$ cat config.mk
export PLATFORM = sky130hd
export DESIGN_NAME = fiw_dev_flat
export DESIGN_NICKNAME = d
export VERILOG_FILES = /design/src/hw/fiw_pkg.sv /design/src/hw/fiw_link_if.sv /design/src/hw/fiw_dev.sv /design/src/flat_wrapper.sv
export SDC_FILE = /design/constraint.sdc
export NUM_CORES = 1
export LEC_CHECK = 0
export ABC_CLOCK_PERIOD_IN_PS = 4580
export BUFFER_PORTS_ARGS = -buffer_cell sky130_fd_sc_hd__buf_4
export CAP_MARGIN = 20
export CORE_MARGIN = 2
export CORE_UTILIZATION = 60
export DETAILED_ROUTE_END_ITERATION = 10
export PLACE_DENSITY = 0.81
export SYNTH_ARGS = -nofsm -noshare
export SYNTH_HDL_FRONTEND = slang
export SYNTH_SLANG_ARGS = --single-unit
$ cat constraint.sdc
create_clock -name CORE_CLK -period 4.58 [get_ports CORE_CLK]
set_clock_uncertainty 0.05 [all_clocks]
set_input_delay 0.916 -clock CORE_CLK [delete_from_list [all_inputs] [get_ports CORE_CLK]]
set_output_delay 0.916 -clock CORE_CLK [all_outputs]
set_load 0.01 [all_outputs]
$ cat src/hw/fiw_pkg.sv
// Shared opcodes, field layout, timing counts and state types for the flash command slice
`default_nettype none
package fiw_pkg;
    // ************************************************************
    // Opcodes
    // ************************************************************
    localparam logic [7:0] OP_RELEASE     = 8'hAB;
    localparam logic [7:0] OP_POWER_DOWN  = 8'hB9;
    localparam logic [7:0] OP_SET_PARAMS  = 8'hC0;
    localparam logic [7:0] OP_JEDEC_ID    = 8'h9F;
    localparam logic [7:0] OP_JEDEC_ID_Q  = 8'hAF;
    localparam logic [7:0] OP_MAKER_DEV   = 8'h90;
    localparam logic [7:0] OP_UNIQUE_ID   = 8'h4B;
    localparam logic [7:0] OP_PARAM_TABLE = 8'h5A;
    localparam logic [2:0] ARGS_UNKNOWN   = 3'h7;

    // ************************************************************
    // Read parameter byte layout
    // ************************************************************
    localparam int         DRV_W        = 3;
    localparam int         DRV_POS      = 5;
    localparam int         WRAP_EN_POS  = 2;
    localparam int         WRAP_LEN_POS = 0;
    // Drive code k gives (k+1)/8 of full strength
    localparam logic [2:0] DRV_RESET    = 3'h3;
    localparam logic [2:0] DRV_FULL     = 3'h7;
    localparam logic [7:0] FILL_BYTE    = 8'hFF;
    // Parameter table: signature and header, 16 bytes at address 0
    localparam logic [127:0] PTABLE     = 128'h53464450_060100FF_00000000_00000000;

    // ************************************************************
    // Timing
    // ************************************************************
    localparam int         CLK_MHZ      = 200;
    localparam int         WAKE_NS      = 3000;
    localparam int         SCK_HALF_NS  = 40;
    localparam int         REC_W        = 10;
    localparam logic [REC_W-1:0] WAKE_CYC = REC_W'((WAKE_NS * CLK_MHZ + 999) / 1000);
    localparam logic [REC_W-1:0] SYNC_MARGIN = 10'h008;
    localparam logic [REC_W-1:0] CS_GAP_CYC  = 10'h008;
    localparam logic [3:0] SCK_HALF_CYC = 4'(SCK_HALF_NS * CLK_MHZ / 1000);

    typedef enum logic [1:0] {D_OPC = 2'b00, D_ARG = 2'b01, D_OUT = 2'b10, D_SKIP = 2'b11} fiw_dstate_t;
    typedef enum logic [1:0] {H_IDLE = 2'b00, H_LOW = 2'b01, H_HIGH = 2'b10, H_GAP = 2'b11} fiw_hstate_t;

    // Bytes that follow each opcode before data, or ARGS_UNKNOWN
    function automatic logic [2:0] arg_count(input logic [7:0] op);
        case (op)
            OP_RELEASE, OP_MAKER_DEV:      return 3'h3;
            OP_SET_PARAMS:                 return 3'h1;
            OP_UNIQUE_ID, OP_PARAM_TABLE:  return 3'h4;
            OP_JEDEC_ID, OP_JEDEC_ID_Q,
            OP_POWER_DOWN:                 return 3'h0;
            default:                       return ARGS_UNKNOWN;
        endcase
    endfunction: arg_count

    // Next read address, linear or wrapped inside the aligned burst
    function automatic logic [23:0] wrap_next(input logic [23:0] a, input logic en, input logic [1:0] len);
        logic [7:0] m;
        logic [7:0] lo;
        m  = (8'h08 << len) - 8'h01;
        lo = a[7:0] + 8'h01;
        return en ? {a[23:8], (a[7:0] & ~m) | (lo & m)} : a + 24'h000001;
    endfunction: wrap_next
endpackage: fiw_pkg
`default_nettype wire

$ cat src/hw/fiw_link_if.sv
// Serial link between flash host and flash device
`default_nettype none
interface fiw_link_if;
    logic sck;
    logic cs_n;
    logic si;
    logic so;
    logic so_oe;
    logic so_line;
    // Released output floats high through the pull-up
    assign so_line = so_oe ? so : 1'b1;
    modport dev (input sck, cs_n, si, output so, so_oe);
    modport host (output sck, cs_n, si, input so_line);
endinterface: fiw_link_if
`default_nettype wire

$ cat src/hw/fiw_dev.sv
// Flash device end: wake-up, read parameters and identification reads
`default_nettype none
// Behaviour
// Bare release opcode then deselect wakes device
// No instructions accepted during wake recovery
// Host keeps deselected through wake recovery
// Release opcode ignored while write busy
// Parameter command loads three drive bits
// Drive strength resets to half
// Wrap enable bit plus two length bits
// Codes 4..7 give 8,16,32,64 wrap
// Linear increment, or wrap inside page
// Wrap returns to burst start until deselect
// Wrap kept until cleared, powered down, reset
// Every read follows configured wrap
// Legacy ID after three dummies, MSB first
// Legacy ID repeats while selected
// Standard ID: maker, two code bytes, looping
// Address bit 0 picks maker/device order
// Unique ID: address, dummy, 16 bytes
// Unique ID repeats while clocked
// Table read: address, dummy, stream bytes
// Undefined table locations return filler
// Quad ID opcode shares standard framing
// Powered down: only release opcode recognised
// Reset restores all read parameters
// Drive encoding own; half code on reset
module fiw_dev #(
    parameter logic [7:0]   MAKER_CODE  = 8'hA5,     // Arbitrary value
    parameter logic [7:0]   DEVICE_CODE = 8'h3C,     // Arbitrary value
    parameter logic [15:0]  TYPE_CODE   = 16'h4B21,  // Arbitrary value
    parameter logic [127:0] UNIQUE_ID   = 128'h0123456789ABCDEF_FEDCBA9876543210  // Arbitrary value
) (
    input  wire logic                       CORE_CLK,
    input  wire logic                       SYS_RST,
    fiw_link_if.dev                         LINK,
    input  wire logic                       WRITE_IN_PROGRESS,
    output var  logic [fiw_pkg::DRV_W-1:0]  DRIVE_STRENGTH,
    output var  logic                       WRAP_ENABLE,
    output var  logic [1:0]                 WRAP_LENGTH,
    output var  logic                       POWER_DOWN
);
    import fiw_pkg::*;

    // ************************************************************
    // Pin synchronisers
    // ************************************************************
    logic [2:0]       sck_s;
    logic [2:0]       cs_s;
    logic [1:0]       si_s;
    fiw_dstate_t      state;
    logic [2:0]       bcnt;
    logic [2:0]       argn;
    logic [7:0]       shreg;
    logic [7:0]       opc;
    logic [7:0]       cur_byte;
    logic [23:0]      addr;
    logic [1:0]       seq;
    logic             bare;
    logic             so_q;
    logic             oe_q;
    logic [REC_W-1:0] rec_cnt;

    // Stage 0 feeds stage 1 only; edges are taken between stages 1 and 2
    always_ff @(posedge CORE_CLK) begin
        if (SYS_RST) begin
            sck_s <= 3'h0;
            cs_s  <= 3'h7;
            si_s  <= 2'h0;
        end else begin
            sck_s <= {sck_s[1:0], LINK.sck};
            cs_s  <= {cs_s[1:0], LINK.cs_n};
            si_s  <= {si_s[0], LINK.si};
        end
    end

    // ************************************************************
    // Decode
    // ************************************************************
    wire         sck_rise   = sck_s[1] & ~sck_s[2];
    wire         sck_fall   = ~sck_s[1] & sck_s[2];
    wire         cs_high    = cs_s[1];
    wire         cs_rise    = cs_s[1] & ~cs_s[2];
    wire [7:0]   in_byte    = {shreg[6:0], si_s[1]};
    wire         byte_done  = sck_rise & ~cs_high & (bcnt == 3'h7);
    wire         in_out     = state == D_OUT;
    wire [2:0]   op_args    = arg_count(in_byte);
    wire         is_release = in_byte == OP_RELEASE;
    wire         recovering = rec_cnt != {REC_W{1'b0}};
    wire         op_jedec   = (in_byte == OP_JEDEC_ID) | (in_byte == OP_JEDEC_ID_Q);
    wire         op_refused = recovering
                            | (POWER_DOWN & ~is_release)
                            | (is_release & WRITE_IN_PROGRESS)
                            | (op_args == ARGS_UNKNOWN);
    // Trailing dummy byte of the fast-read framing must not disturb the address
    wire         trail_dummy = (opc == OP_UNIQUE_ID) | (opc == OP_PARAM_TABLE);
    wire [23:0]  arg_addr   = (trail_dummy & (argn == 3'h1)) ? addr : {addr[15:0], in_byte};
    wire [23:0]  nxt_addr   = wrap_next(addr, WRAP_ENABLE, WRAP_LENGTH);
    wire         seq_jedec  = (opc == OP_JEDEC_ID) | (opc == OP_JEDEC_ID_Q);
    wire [1:0]   nxt_seq    = (seq_jedec & (seq == 2'h2)) ? 2'h0 : seq + 2'h1;
    wire [23:0]  src_addr   = in_out ? nxt_addr : arg_addr;
    wire [1:0]   src_seq    = in_out ? nxt_seq : 2'h0;
    wire [7:0]   src_op     = (state == D_OPC) ? in_byte : opc;
    wire [7:0]   src_byte;

    // Byte to shift out for a given command, address and sequence slot
    function automatic logic [7:0] byte_source(input logic [7:0] op, input logic [23:0] a, input logic [1:0] s);
        logic [7:0] b;
        b = FILL_BYTE;
        case (op)
            OP_RELEASE: begin
                b = DEVICE_CODE;
            end
            OP_JEDEC_ID, OP_JEDEC_ID_Q: begin
                b = (s == 2'h0) ? MAKER_CODE : (s == 2'h1) ? TYPE_CODE[15:8] : TYPE_CODE[7:0];
            end
            OP_MAKER_DEV: begin
                b = a[0] ? DEVICE_CODE : MAKER_CODE;
            end
            OP_UNIQUE_ID: begin
                b = UNIQUE_ID[{~a[3:0], 3'h0} +: 8];
            end
            OP_PARAM_TABLE: begin
                b = (a[23:4] == 20'h00000) ? PTABLE[{~a[3:0], 3'h0} +: 8] : FILL_BYTE;
            end
            default: begin
                b = FILL_BYTE;
            end
        endcase
        return b;
    endfunction: byte_source

    assign src_byte   = byte_source(src_op, src_addr, src_seq);
    assign LINK.so    = so_q;
    assign LINK.so_oe = oe_q;

    // ************************************************************
    // Command sequencer
    // ************************************************************
    always_ff @(posedge CORE_CLK) begin
        if (SYS_RST) begin
            state          <= D_OPC;
            bcnt           <= 3'h0;
            argn           <= 3'h0;
            shreg          <= 8'h00;
            opc            <= 8'h00;
            cur_byte       <= 8'h00;
            addr           <= 24'h000000;
            seq            <= 2'h0;
            bare           <= 1'b0;
            so_q           <= 1'b0;
            oe_q           <= 1'b0;
            rec_cnt        <= {REC_W{1'b0}};
            POWER_DOWN     <= 1'b0;
            DRIVE_STRENGTH <= DRV_RESET;
            WRAP_ENABLE    <= 1'b0;
            WRAP_LENGTH    <= 2'h0;
        end else begin
            if (recovering) begin
                rec_cnt <= rec_cnt - 10'h001;
            end
            if (cs_high) begin
                state <= D_OPC;
                bcnt  <= 3'h0;
                bare  <= 1'b0;
                oe_q  <= 1'b0;
                if (cs_rise & bare & (opc == OP_RELEASE) & POWER_DOWN) begin
                    POWER_DOWN <= 1'b0;
                    rec_cnt    <= WAKE_CYC;
                end
                if (cs_rise & bare & (opc == OP_POWER_DOWN)) begin
                    POWER_DOWN  <= 1'b1;
                    WRAP_ENABLE <= 1'b0;
                end
            end else begin
                if (sck_rise) begin
                    bcnt  <= bcnt + 3'h1;
                    shreg <= in_byte;
                end
                if (sck_fall & in_out) begin
                    so_q <= cur_byte[~bcnt];
                    oe_q <= 1'b1;
                end
                if (byte_done) begin
                    bare <= 1'b0;
                    case (state)
                        D_OPC: begin
                            opc  <= in_byte;
                            argn <= op_args;
                            seq  <= 2'h0;
                            if (op_refused) begin
                                state <= D_SKIP;
                            end else if (op_args != 3'h0) begin
                                state <= D_ARG;
                                bare  <= 1'b1;
                            end else if (op_jedec) begin
                                state    <= D_OUT;
                                cur_byte <= src_byte;
                            end else begin
                                state <= D_SKIP;
                                bare  <= 1'b1;
                            end
                        end
                        D_ARG: begin
                            argn <= argn - 3'h1;
                            addr <= arg_addr;
                            if (opc == OP_SET_PARAMS) begin
                                DRIVE_STRENGTH <= in_byte[DRV_POS +: DRV_W];
                                WRAP_ENABLE    <= in_byte[WRAP_EN_POS];
                                WRAP_LENGTH    <= in_byte[WRAP_LEN_POS +: 2];
                                state          <= D_SKIP;
                            end else if (argn == 3'h1) begin
                                state    <= D_OUT;
                                cur_byte <= src_byte;
                            end
                        end
                        D_OUT: begin
                            addr     <= nxt_addr;
                            seq      <= nxt_seq;
                            cur_byte <= src_byte;
                        end
                        default: begin
                            state <= D_SKIP;
                        end
                    endcase
                end
            end
        end
    end
endmodule: fiw_dev
`default_nettype wire

$ cat src/flat_wrapper.sv
// flat-port wrapper written by rule: the top's interface ports become plain ports
module fiw_dev_flat import fiw_pkg::*;
#(
    parameter logic [7:0]   MAKER_CODE  = 8'hA5,                       
    parameter logic [7:0]   DEVICE_CODE = 8'h3C,                       
    parameter logic [15:0]  TYPE_CODE   = 16'h4B21,                    
    parameter logic [127:0] UNIQUE_ID   = 128'h0123456789ABCDEF_FEDCBA9876543210                    
)
  (CORE_CLK, SYS_RST, WRITE_IN_PROGRESS, DRIVE_STRENGTH, WRAP_ENABLE, WRAP_LENGTH, POWER_DOWN, LINK_sck, LINK_cs_n, LINK_si, LINK_so, LINK_so_oe);
  fiw_link_if LINK_i ();
  input  wire logic CORE_CLK;
  input  wire logic SYS_RST;
  input  wire logic WRITE_IN_PROGRESS;
  output var  logic [fiw_pkg::DRV_W-1:0] DRIVE_STRENGTH;
  output var  logic WRAP_ENABLE;
  output var  logic [1:0] WRAP_LENGTH;
  output var  logic POWER_DOWN;
  input wire logic [$bits(LINK_i.sck)-1:0] LINK_sck;
  input wire logic [$bits(LINK_i.cs_n)-1:0] LINK_cs_n;
  input wire logic [$bits(LINK_i.si)-1:0] LINK_si;
  output wire logic [$bits(LINK_i.so)-1:0] LINK_so;
  output wire logic [$bits(LINK_i.so_oe)-1:0] LINK_so_oe;
  assign LINK_i.sck = LINK_sck;
  assign LINK_i.cs_n = LINK_cs_n;
  assign LINK_i.si = LINK_si;
  assign LINK_so = LINK_i.so;
  assign LINK_so_oe = LINK_i.so_oe;
  fiw_dev #(.MAKER_CODE(MAKER_CODE), .DEVICE_CODE(DEVICE_CODE), .TYPE_CODE(TYPE_CODE), .UNIQUE_ID(UNIQUE_ID)) u_core (.CORE_CLK(CORE_CLK), .SYS_RST(SYS_RST), .LINK(LINK_i), .WRITE_IN_PROGRESS(WRITE_IN_PROGRESS), .DRIVE_STRENGTH(DRIVE_STRENGTH), .WRAP_ENABLE(WRAP_ENABLE), .WRAP_LENGTH(WRAP_LENGTH), .POWER_DOWN(POWER_DOWN));
endmodule
; Yosys cells after proc, flatten, opt, wreduce, memory -nomap -nowiden
; Index checks and enable logic that the tools add are counted.
[totals]
reg_bits = 85
in_bits = 6
out_inout_bits = 9
elab_cells = 169
[classes]
n_addsub = 7
magnitude_cmp = 1
eq_ne = 35
shift = 3
mux = 43
bitwise = 32
n_reduce_logical = 29
[op_table]
columns = operator, n
row1 = 128-bit by 8-bit variable part select with 8-bit output (first input constant), 2
row2 = 8-bit == test (second input constant), 15
row3 = 24-bit 2-to-1 mux, 3
row4 = 8-bit 2-to-1 mux, 9
row5 = 8-bit by 7-bit == test with 1-bit output (second input constant), 6
row6 = 24-bit one-hot mux with 2 select lines, 1
row7 = 8-bit one-hot mux with 5 select lines, 1
row8 = 10-bit 2-to-1 mux, 3
row9 = 24-bit by 1-bit adder with 24-bit output (second input constant), 1
row10 = 8-bit one-hot mux with 3 select lines, 1
row11 = 20-bit zero test, 1
row12 = 8-bit bitwise AND, 2
row13 = 1-bit bitwise AND, 14
row14 = 2-bit nonzero test, 7
row15 = 1-bit 2-to-1 mux, 13
row16 = 2-bit 2-to-1 mux, 6
row17 = 3-bit one-hot mux with 4 select lines, 1
row18 = 3-bit AND reduction, 4
row19 = 10-bit nonzero test, 1
row20 = 10-bit by 1-bit subtractor with 10-bit output (second input constant), 1
row21 = 8-bit by 1-bit adder with 8-bit output (second input constant), 1
row22 = 2-bit != test (second input constant), 4
row23 = 8-bit NOT, 1
row24 = 8-bit bitwise OR, 1
row25 = other kinds (28), 51

; Depth between registers and ports, before layout
[depth]
depth_word = 15
depth_mapped = 15

; Least setup slack after synthesis
; Ideal clock, no wire load.
[synth_timing]
kind = register to register
start = register u_core.rec_cnt[0]
end = register u_core.cur_byte[0]
setup_ns = 0.134
arrival_time_ns = 3.212
required_time_ns = 4.396
path_slack_ns = 1.183
stages_incl_launch_ff = 11
path_cell_list = dfxtp_1 inv_1 ha_1 nor2b_1 nand4_2 a2111o_1 a2111oi_4 or4b_1 or4_4 o21ai_4 a211oi_1
[synth_between]
elab_chain_len = 6
[synth_lines]
columns = element, line
row1 = from (decl), fiw_dev.sv:62  ; logic [REC_W-1:0] rec_cnt;
row2 = from (signal assigned), fiw_dev.sv:153  ; rec_cnt <= {REC_W{1'b0}};
row3 = from (signal assigned), fiw_dev.sv:160  ; rec_cnt <= rec_cnt - 10'h001;
row4 = 10-bit nonzero test, fiw_dev.sv:89  ; wire recovering = rec_cnt != {REC_W{1'b0}};
row5 = 1-bit bitwise OR, fiw_dev.sv:92  ; | (POWER_DOWN & ~is_release)
row6 = 1-bit bitwise OR, fiw_dev.sv:93  ; | (is_release & WRITE_IN_PROGRESS)
row7 = 1-bit bitwise OR, fiw_dev.sv:94  ; | (op_args == ARGS_UNKNOWN);
row8 = 2-bit != test (no line), --
row9 = 8-bit AND reduction (no line), --
row10 = to (signal assigned), fiw_dev.sv:198  ; cur_byte <= src_byte;
row11 = to (signal assigned), fiw_dev.sv:214  ; cur_byte <= src_byte;
row12 = to (signal assigned), fiw_dev.sv:220  ; cur_byte <= src_byte;
row13 = to (decl), fiw_dev.sv:56  ; logic [7:0] cur_byte;
; Every way passes these cells.
; A chain may end at the register's enable or synchronous reset.

; Worst setup path after layout
[layout_timing]
start = register u_core.si_s[1]
end = register u_core.cur_byte[5]
[layout_between]
elab_chain_len = 10
[layout_lines]
columns = element, line
row1 = from (decl), fiw_dev.sv:50  ; logic [1:0] si_s;
row2 = from (signal assigned), fiw_dev.sv:73  ; si_s <= {si_s[0], LINK.si};
row3 = 24-bit 2-to-1 mux, fiw_dev.sv:97  ; wire [23:0] arg_addr = (trail_dummy & (argn == 3'h1)) ? addr : {addr[15:0], in_byte};
row4 = 24-bit 2-to-1 mux, fiw_dev.sv:101  ; wire [23:0] src_addr = in_out ? nxt_addr : arg_addr;
row5 = 4-bit NOT, "fiw_dev.sv:121, fiw_dev.sv:124"
row6 = 128-bit by 8-bit variable part select with 8-bit output, fiw_dev.sv:124  ; b = (a[23:4] == 20'h00000) ? PTABLE[{~a[3:0], 3'h0} +: 8] : FILL_BYTE;
row7 = 8-bit 2-to-1 mux, fiw_dev.sv:124
row8 = 8-bit one-hot mux with 5 select lines, fiw_dev.sv:110  ; case (op)
row9 = 8-bit 2-to-1 mux, fiw_dev.sv:196  ; end else if (op_jedec) begin
row10 = 8-bit 2-to-1 mux, fiw_dev.sv:193  ; end else if (op_args != 3'h0) begin
row11 = 8-bit 2-to-1 mux, fiw_dev.sv:191  ; if (op_refused) begin
row12 = 8-bit one-hot mux with 3 select lines, fiw_dev.sv:186  ; case (state)
; Parallel ways exist; a longest one is shown, timed or not. The select of a mux whose other input is x is not followed.

==> summary.log <==
INFO  finish         regArea=1700µm²
INFO  critical_path  cp_slowest_cell=sky130_fd_sc_hd__a2111oi_4
INFO  hold_path      hold_path_class=reg -> reg
INFO  routing        met3WireLength=1120µm
INFO  yosys          synth_sequential_area_ratio=0.320
INFO  clock_network  postCtsSetupRepairBufs=0
INFO  routing        routed-via-count=5261
INFO  clock_network  htree_num_levels=3
INFO  yosys          synth.area.top_cells=sky130_fd_sc_hd__dfxtp_1, sky130_fd_sc_hd__nor2_1, sky130_fd_sc_hd__a21oi_1, sky130_fd_sc_hd__nand2_1, sky130_fd_sc_hd__clkbuf_1
INFO  critical_path  required=4760ps
INFO  finish         area_of_combinational_cells_with_multiple_inputs=3310µm²
INFO  place          place_worst_setup_slack=671ps
INFO  yosys          synthesis_stage_register_bit_count=85
INFO  routing        dr.max_layer_used=met4
INFO  critical_path  timing.setup.critical_path_class=reg -> reg
INFO  yosys          synth.lib_cells_used.distinct=70
INFO  power          vdd_drop_max=155µV
INFO  yosys          yosys_warnings=0
INFO  sta            timing.final.max_slew_violations=0
INFO  routing        drt_first_iter_violations=658
INFO  hold_path      worst_hold_path.num_cells=1
INFO  finish         layoutNonFillerInstCount=793
INFO  routing        postRouteWirelength=14400µm
INFO  yosys          synth-main-ff-cell=sky130_fd_sc_hd__dfxtp_1
INFO  sta            final.min_clock_period=3940ps
INFO  yosys          post_synth_inst_count=695
INFO  sta            finalHoldViolations=0
INFO  floorplanning  row_count=34
INFO  routing        detail_route.wl_per_cell=18.2µm
INFO  critical_path  reg2reg_depth=8
INFO  clock_network  clock_path_buffers=2
INFO  place          dp.cells=777
INFO  clock_network  post_cts_resize_count=0
INFO  place          gp_routability_congestion=0.992
INFO  finish         antenna_cells_inserted=0
INFO  finish         area_growth_syn_to_layout=5.89%
INFO  power          static-leakage-power=1.89nW
INFO  yosys          synth_edf_count=0
INFO  clock_network  number_of_buffers_inserted_during_clock_tree_synthesis=9
INFO  finish         final_layout_size_suffix_gt1_frac=0.0891
INFO  floorplanning  floorplan.initialDensity=0.615
INFO  outcome        status=complete, no violations
INFO  sta            max_slew_headroom=0.420
INFO  routing        remaining_drc_errors=0
INFO  sta            fmaxAchievable=254MHz
INFO  place          detailed_place_hpwl=10100µm
INFO  floorplanning  placeable_core_region=8640µm²
INFO  sta            timing_worst_slew_pin_value=863ps
INFO  floorplanning  die_outline_area=9620µm²
INFO  floorplanning  die_h=98.1µm
INFO  critical_path  setup.worst_path.start_class=flip-flop
INFO  routing        drt_first_pass_iters=5
INFO  routing        avgViaCountPerCell=6.63
INFO  yosys          yosysTopAreaCell=sky130_fd_sc_hd__dfxtp_1
INFO  critical_path  end_kind=flip-flop
INFO  clock_network  cts_sinks=85
INFO  yosys          synthesis.area_per_instance=7.64µm²
INFO  clock_network  cts_stage_hold_buffer_count=0
INFO  floorplanning  top_level_ports=15
INFO  global_route   grt_max_degree=74
INFO  global_route   grt_first_pass_wirelength=23600µm
INFO  critical_path  critical_path.cell_chain=nand4b_1, o41a_1, a2111o_1, a2111oi_4, or4b_1, or4_4, o21ai_4, a211oi_1
INFO  critical_path  worstPathMaxFanout=12
INFO  global_route   first_global_vias=4782
INFO  power          totalPowerFinal=1.58mW
INFO  critical_path  worst_path_largest_cell_delay=720ps
INFO  yosys          synth_top_cells_by_count=sky130_fd_sc_hd__dfxtp_1, sky130_fd_sc_hd__nor2_1, sky130_fd_sc_hd__nand2_1, sky130_fd_sc_hd__a21oi_1, sky130_fd_sc_hd__clkbuf_1
INFO  critical_path  timing.critical_path.buf_inv=0
INFO  place          port_buffers=14
INFO  job            max-cap-violations=0
INFO  clock_network  cts_tree=built
INFO  critical_path  crit_arrival=4120ps
INFO  global_route   globalRouteOverflowTotal=0
INFO  global_route   overall_fraction_of_global_route_tracks_in_use=0.302
INFO  critical_path  cp.depth=8
INFO  routing        wirelength_met1=6270µm
INFO  yosys          synth_nets=713
INFO  yosys          netlist_area=5310µm²
INFO  critical_path  critical_path.top_delay_family=compound AO/OA/AOI/OAI gates
INFO  floorplanning  dieWidth=98.1µm
INFO  sta            fin_setup_tns=0ps
INFO  finish         fillerInstances=758
INFO  sta            finalCritPeriodShare=0.861
INFO  clock_network  clock-root-buffer=sky130_fd_sc_hd__clkbuf_8
INFO  sta            timing.final.ws_setup=636ps
INFO  yosys          synth_top_area_frac=0.320
INFO  finish         finalNetCount=698
INFO  clock_network  worst_setup_hold_path_clk_slew=90ps
INFO  global_route   initial_antenna_violation_count=0
INFO  yosys          yosysMostFrequentCell=sky130_fd_sc_hd__dfxtp_1
INFO  power          power_dens_cells=281nW/µm²
INFO  routing        dr_wl_met2=6510µm
INFO  clock_network  clock_insertion_delay_worst_skew=390ps
INFO  sta            report.final.setup_viol=0
INFO  routing        detail-route-antenna-nets=0
INFO  yosys          postSynth.asyncResetShare=0
INFO  sta            rsz_0062_raised_after_global_routing=no
==> final cells by class <==
type / count / share of cell area
repair buffers: 26 / 0.0347
inverters: 26 / 0.0174
multi-input cells: 532 / 0.589
clock buffers: 9 / 0.0220
well taps: 108 / 0.0240
flip-flops and latches: 85 / 0.303
clock inverters: 7 / 0.0100
==> state kept, by name (all words and copies together) (netlist names) <==
register and cells:
u_core.DRIVE_STRENGTH 3, u_core.LINK.so 1, u_core.LINK.so_oe 1, u_core.POWER_DOWN 1, u_core.WRAP_ENABLE 1, u_core.WRAP_LENGTH 2, u_core.addr 24, u_core.argn 3
u_core.bare 1, u_core.bcnt 3, u_core.cs_s 3, u_core.cur_byte 8, u_core.opc 8, u_core.rec_cnt 10, u_core.sck_s 3, u_core.seq 2
u_core.shreg 7, u_core.si_s 2, u_core.state 2
==> kinds of logic after synthesis <==
logic type                 share of synthesized area
AOI/OAI and AO/OA                              0.218
xor gates and xnor gates                      0.0313
adders and majority gates                     0.0283
buffers and inverters                         0.0556
DFF                                            0.320
muxes                                         0.0469
and+or+nand+nor                                0.299
==> placed cells by master, fill, tap and decap left out, types with 8 or more instances in the layout <==
master	instances
sky130_fd_sc_hd__dfxtp_1	85
sky130_fd_sc_hd__nor2_1	80
sky130_fd_sc_hd__nand2_1	70
sky130_fd_sc_hd__a21oi_1	55
sky130_fd_sc_hd__nand3_1	31
sky130_fd_sc_hd__o21ai_0	28
sky130_fd_sc_hd__buf_4	26
sky130_fd_sc_hd__inv_1	25
sky130_fd_sc_hd__nor3_1	23
sky130_fd_sc_hd__mux2i_1	17
sky130_fd_sc_hd__a211oi_1	17
sky130_fd_sc_hd__nand4_1	13
sky130_fd_sc_hd__nor2b_1	13
sky130_fd_sc_hd__ha_1	12
sky130_fd_sc_hd__xnor2_1	11
sky130_fd_sc_hd__nor4_1	11
sky130_fd_sc_hd__clkbuf_8	9
sky130_fd_sc_hd__xor2_1	8
sky130_fd_sc_hd__nand2b_1	8
sky130_fd_sc_hd__a31oi_1	8
sky130_fd_sc_hd__and3_1	8
==> metal layers <==
layer	global-route usage	up-vias
met5	0	-
met4	0.143	0
met3	0.0487	43
met2	0.472	265
met1	0.410	2442
li1	-	2511
==> power by group <==
part	switching [mW]	internal, mW
sequential	0.0382	0.776
clock	0.316	0.206
combinational	0.131	0.114
total	0.486	1.10
==> through the flow <==
step	hold slack (ps)	utilization	cell area, µm²
detailed placement	343	0.630	5440
floorplan	339	-	5310
CTS	366	0.651	5620
global placement	344	0.630	5440
global route	376	0.651	5620
finish	365	0.651	5620
==> final timing paths <==
check / slack (ps) / startpoint / to
worst min register to register: 370 / u_core.cs_s[0] / u_core.cs_s[1]
worst min-delay path: 370 / u_core.cs_s[0] / u_core.cs_s[1]
worst max register to register: 640 / u_core.si_s[1] / u_core.cur_byte[5]
worst max-delay path: 640 / u_core.si_s[1] / u_core.cur_byte[5]
Power figures use the tool's default switching activity.
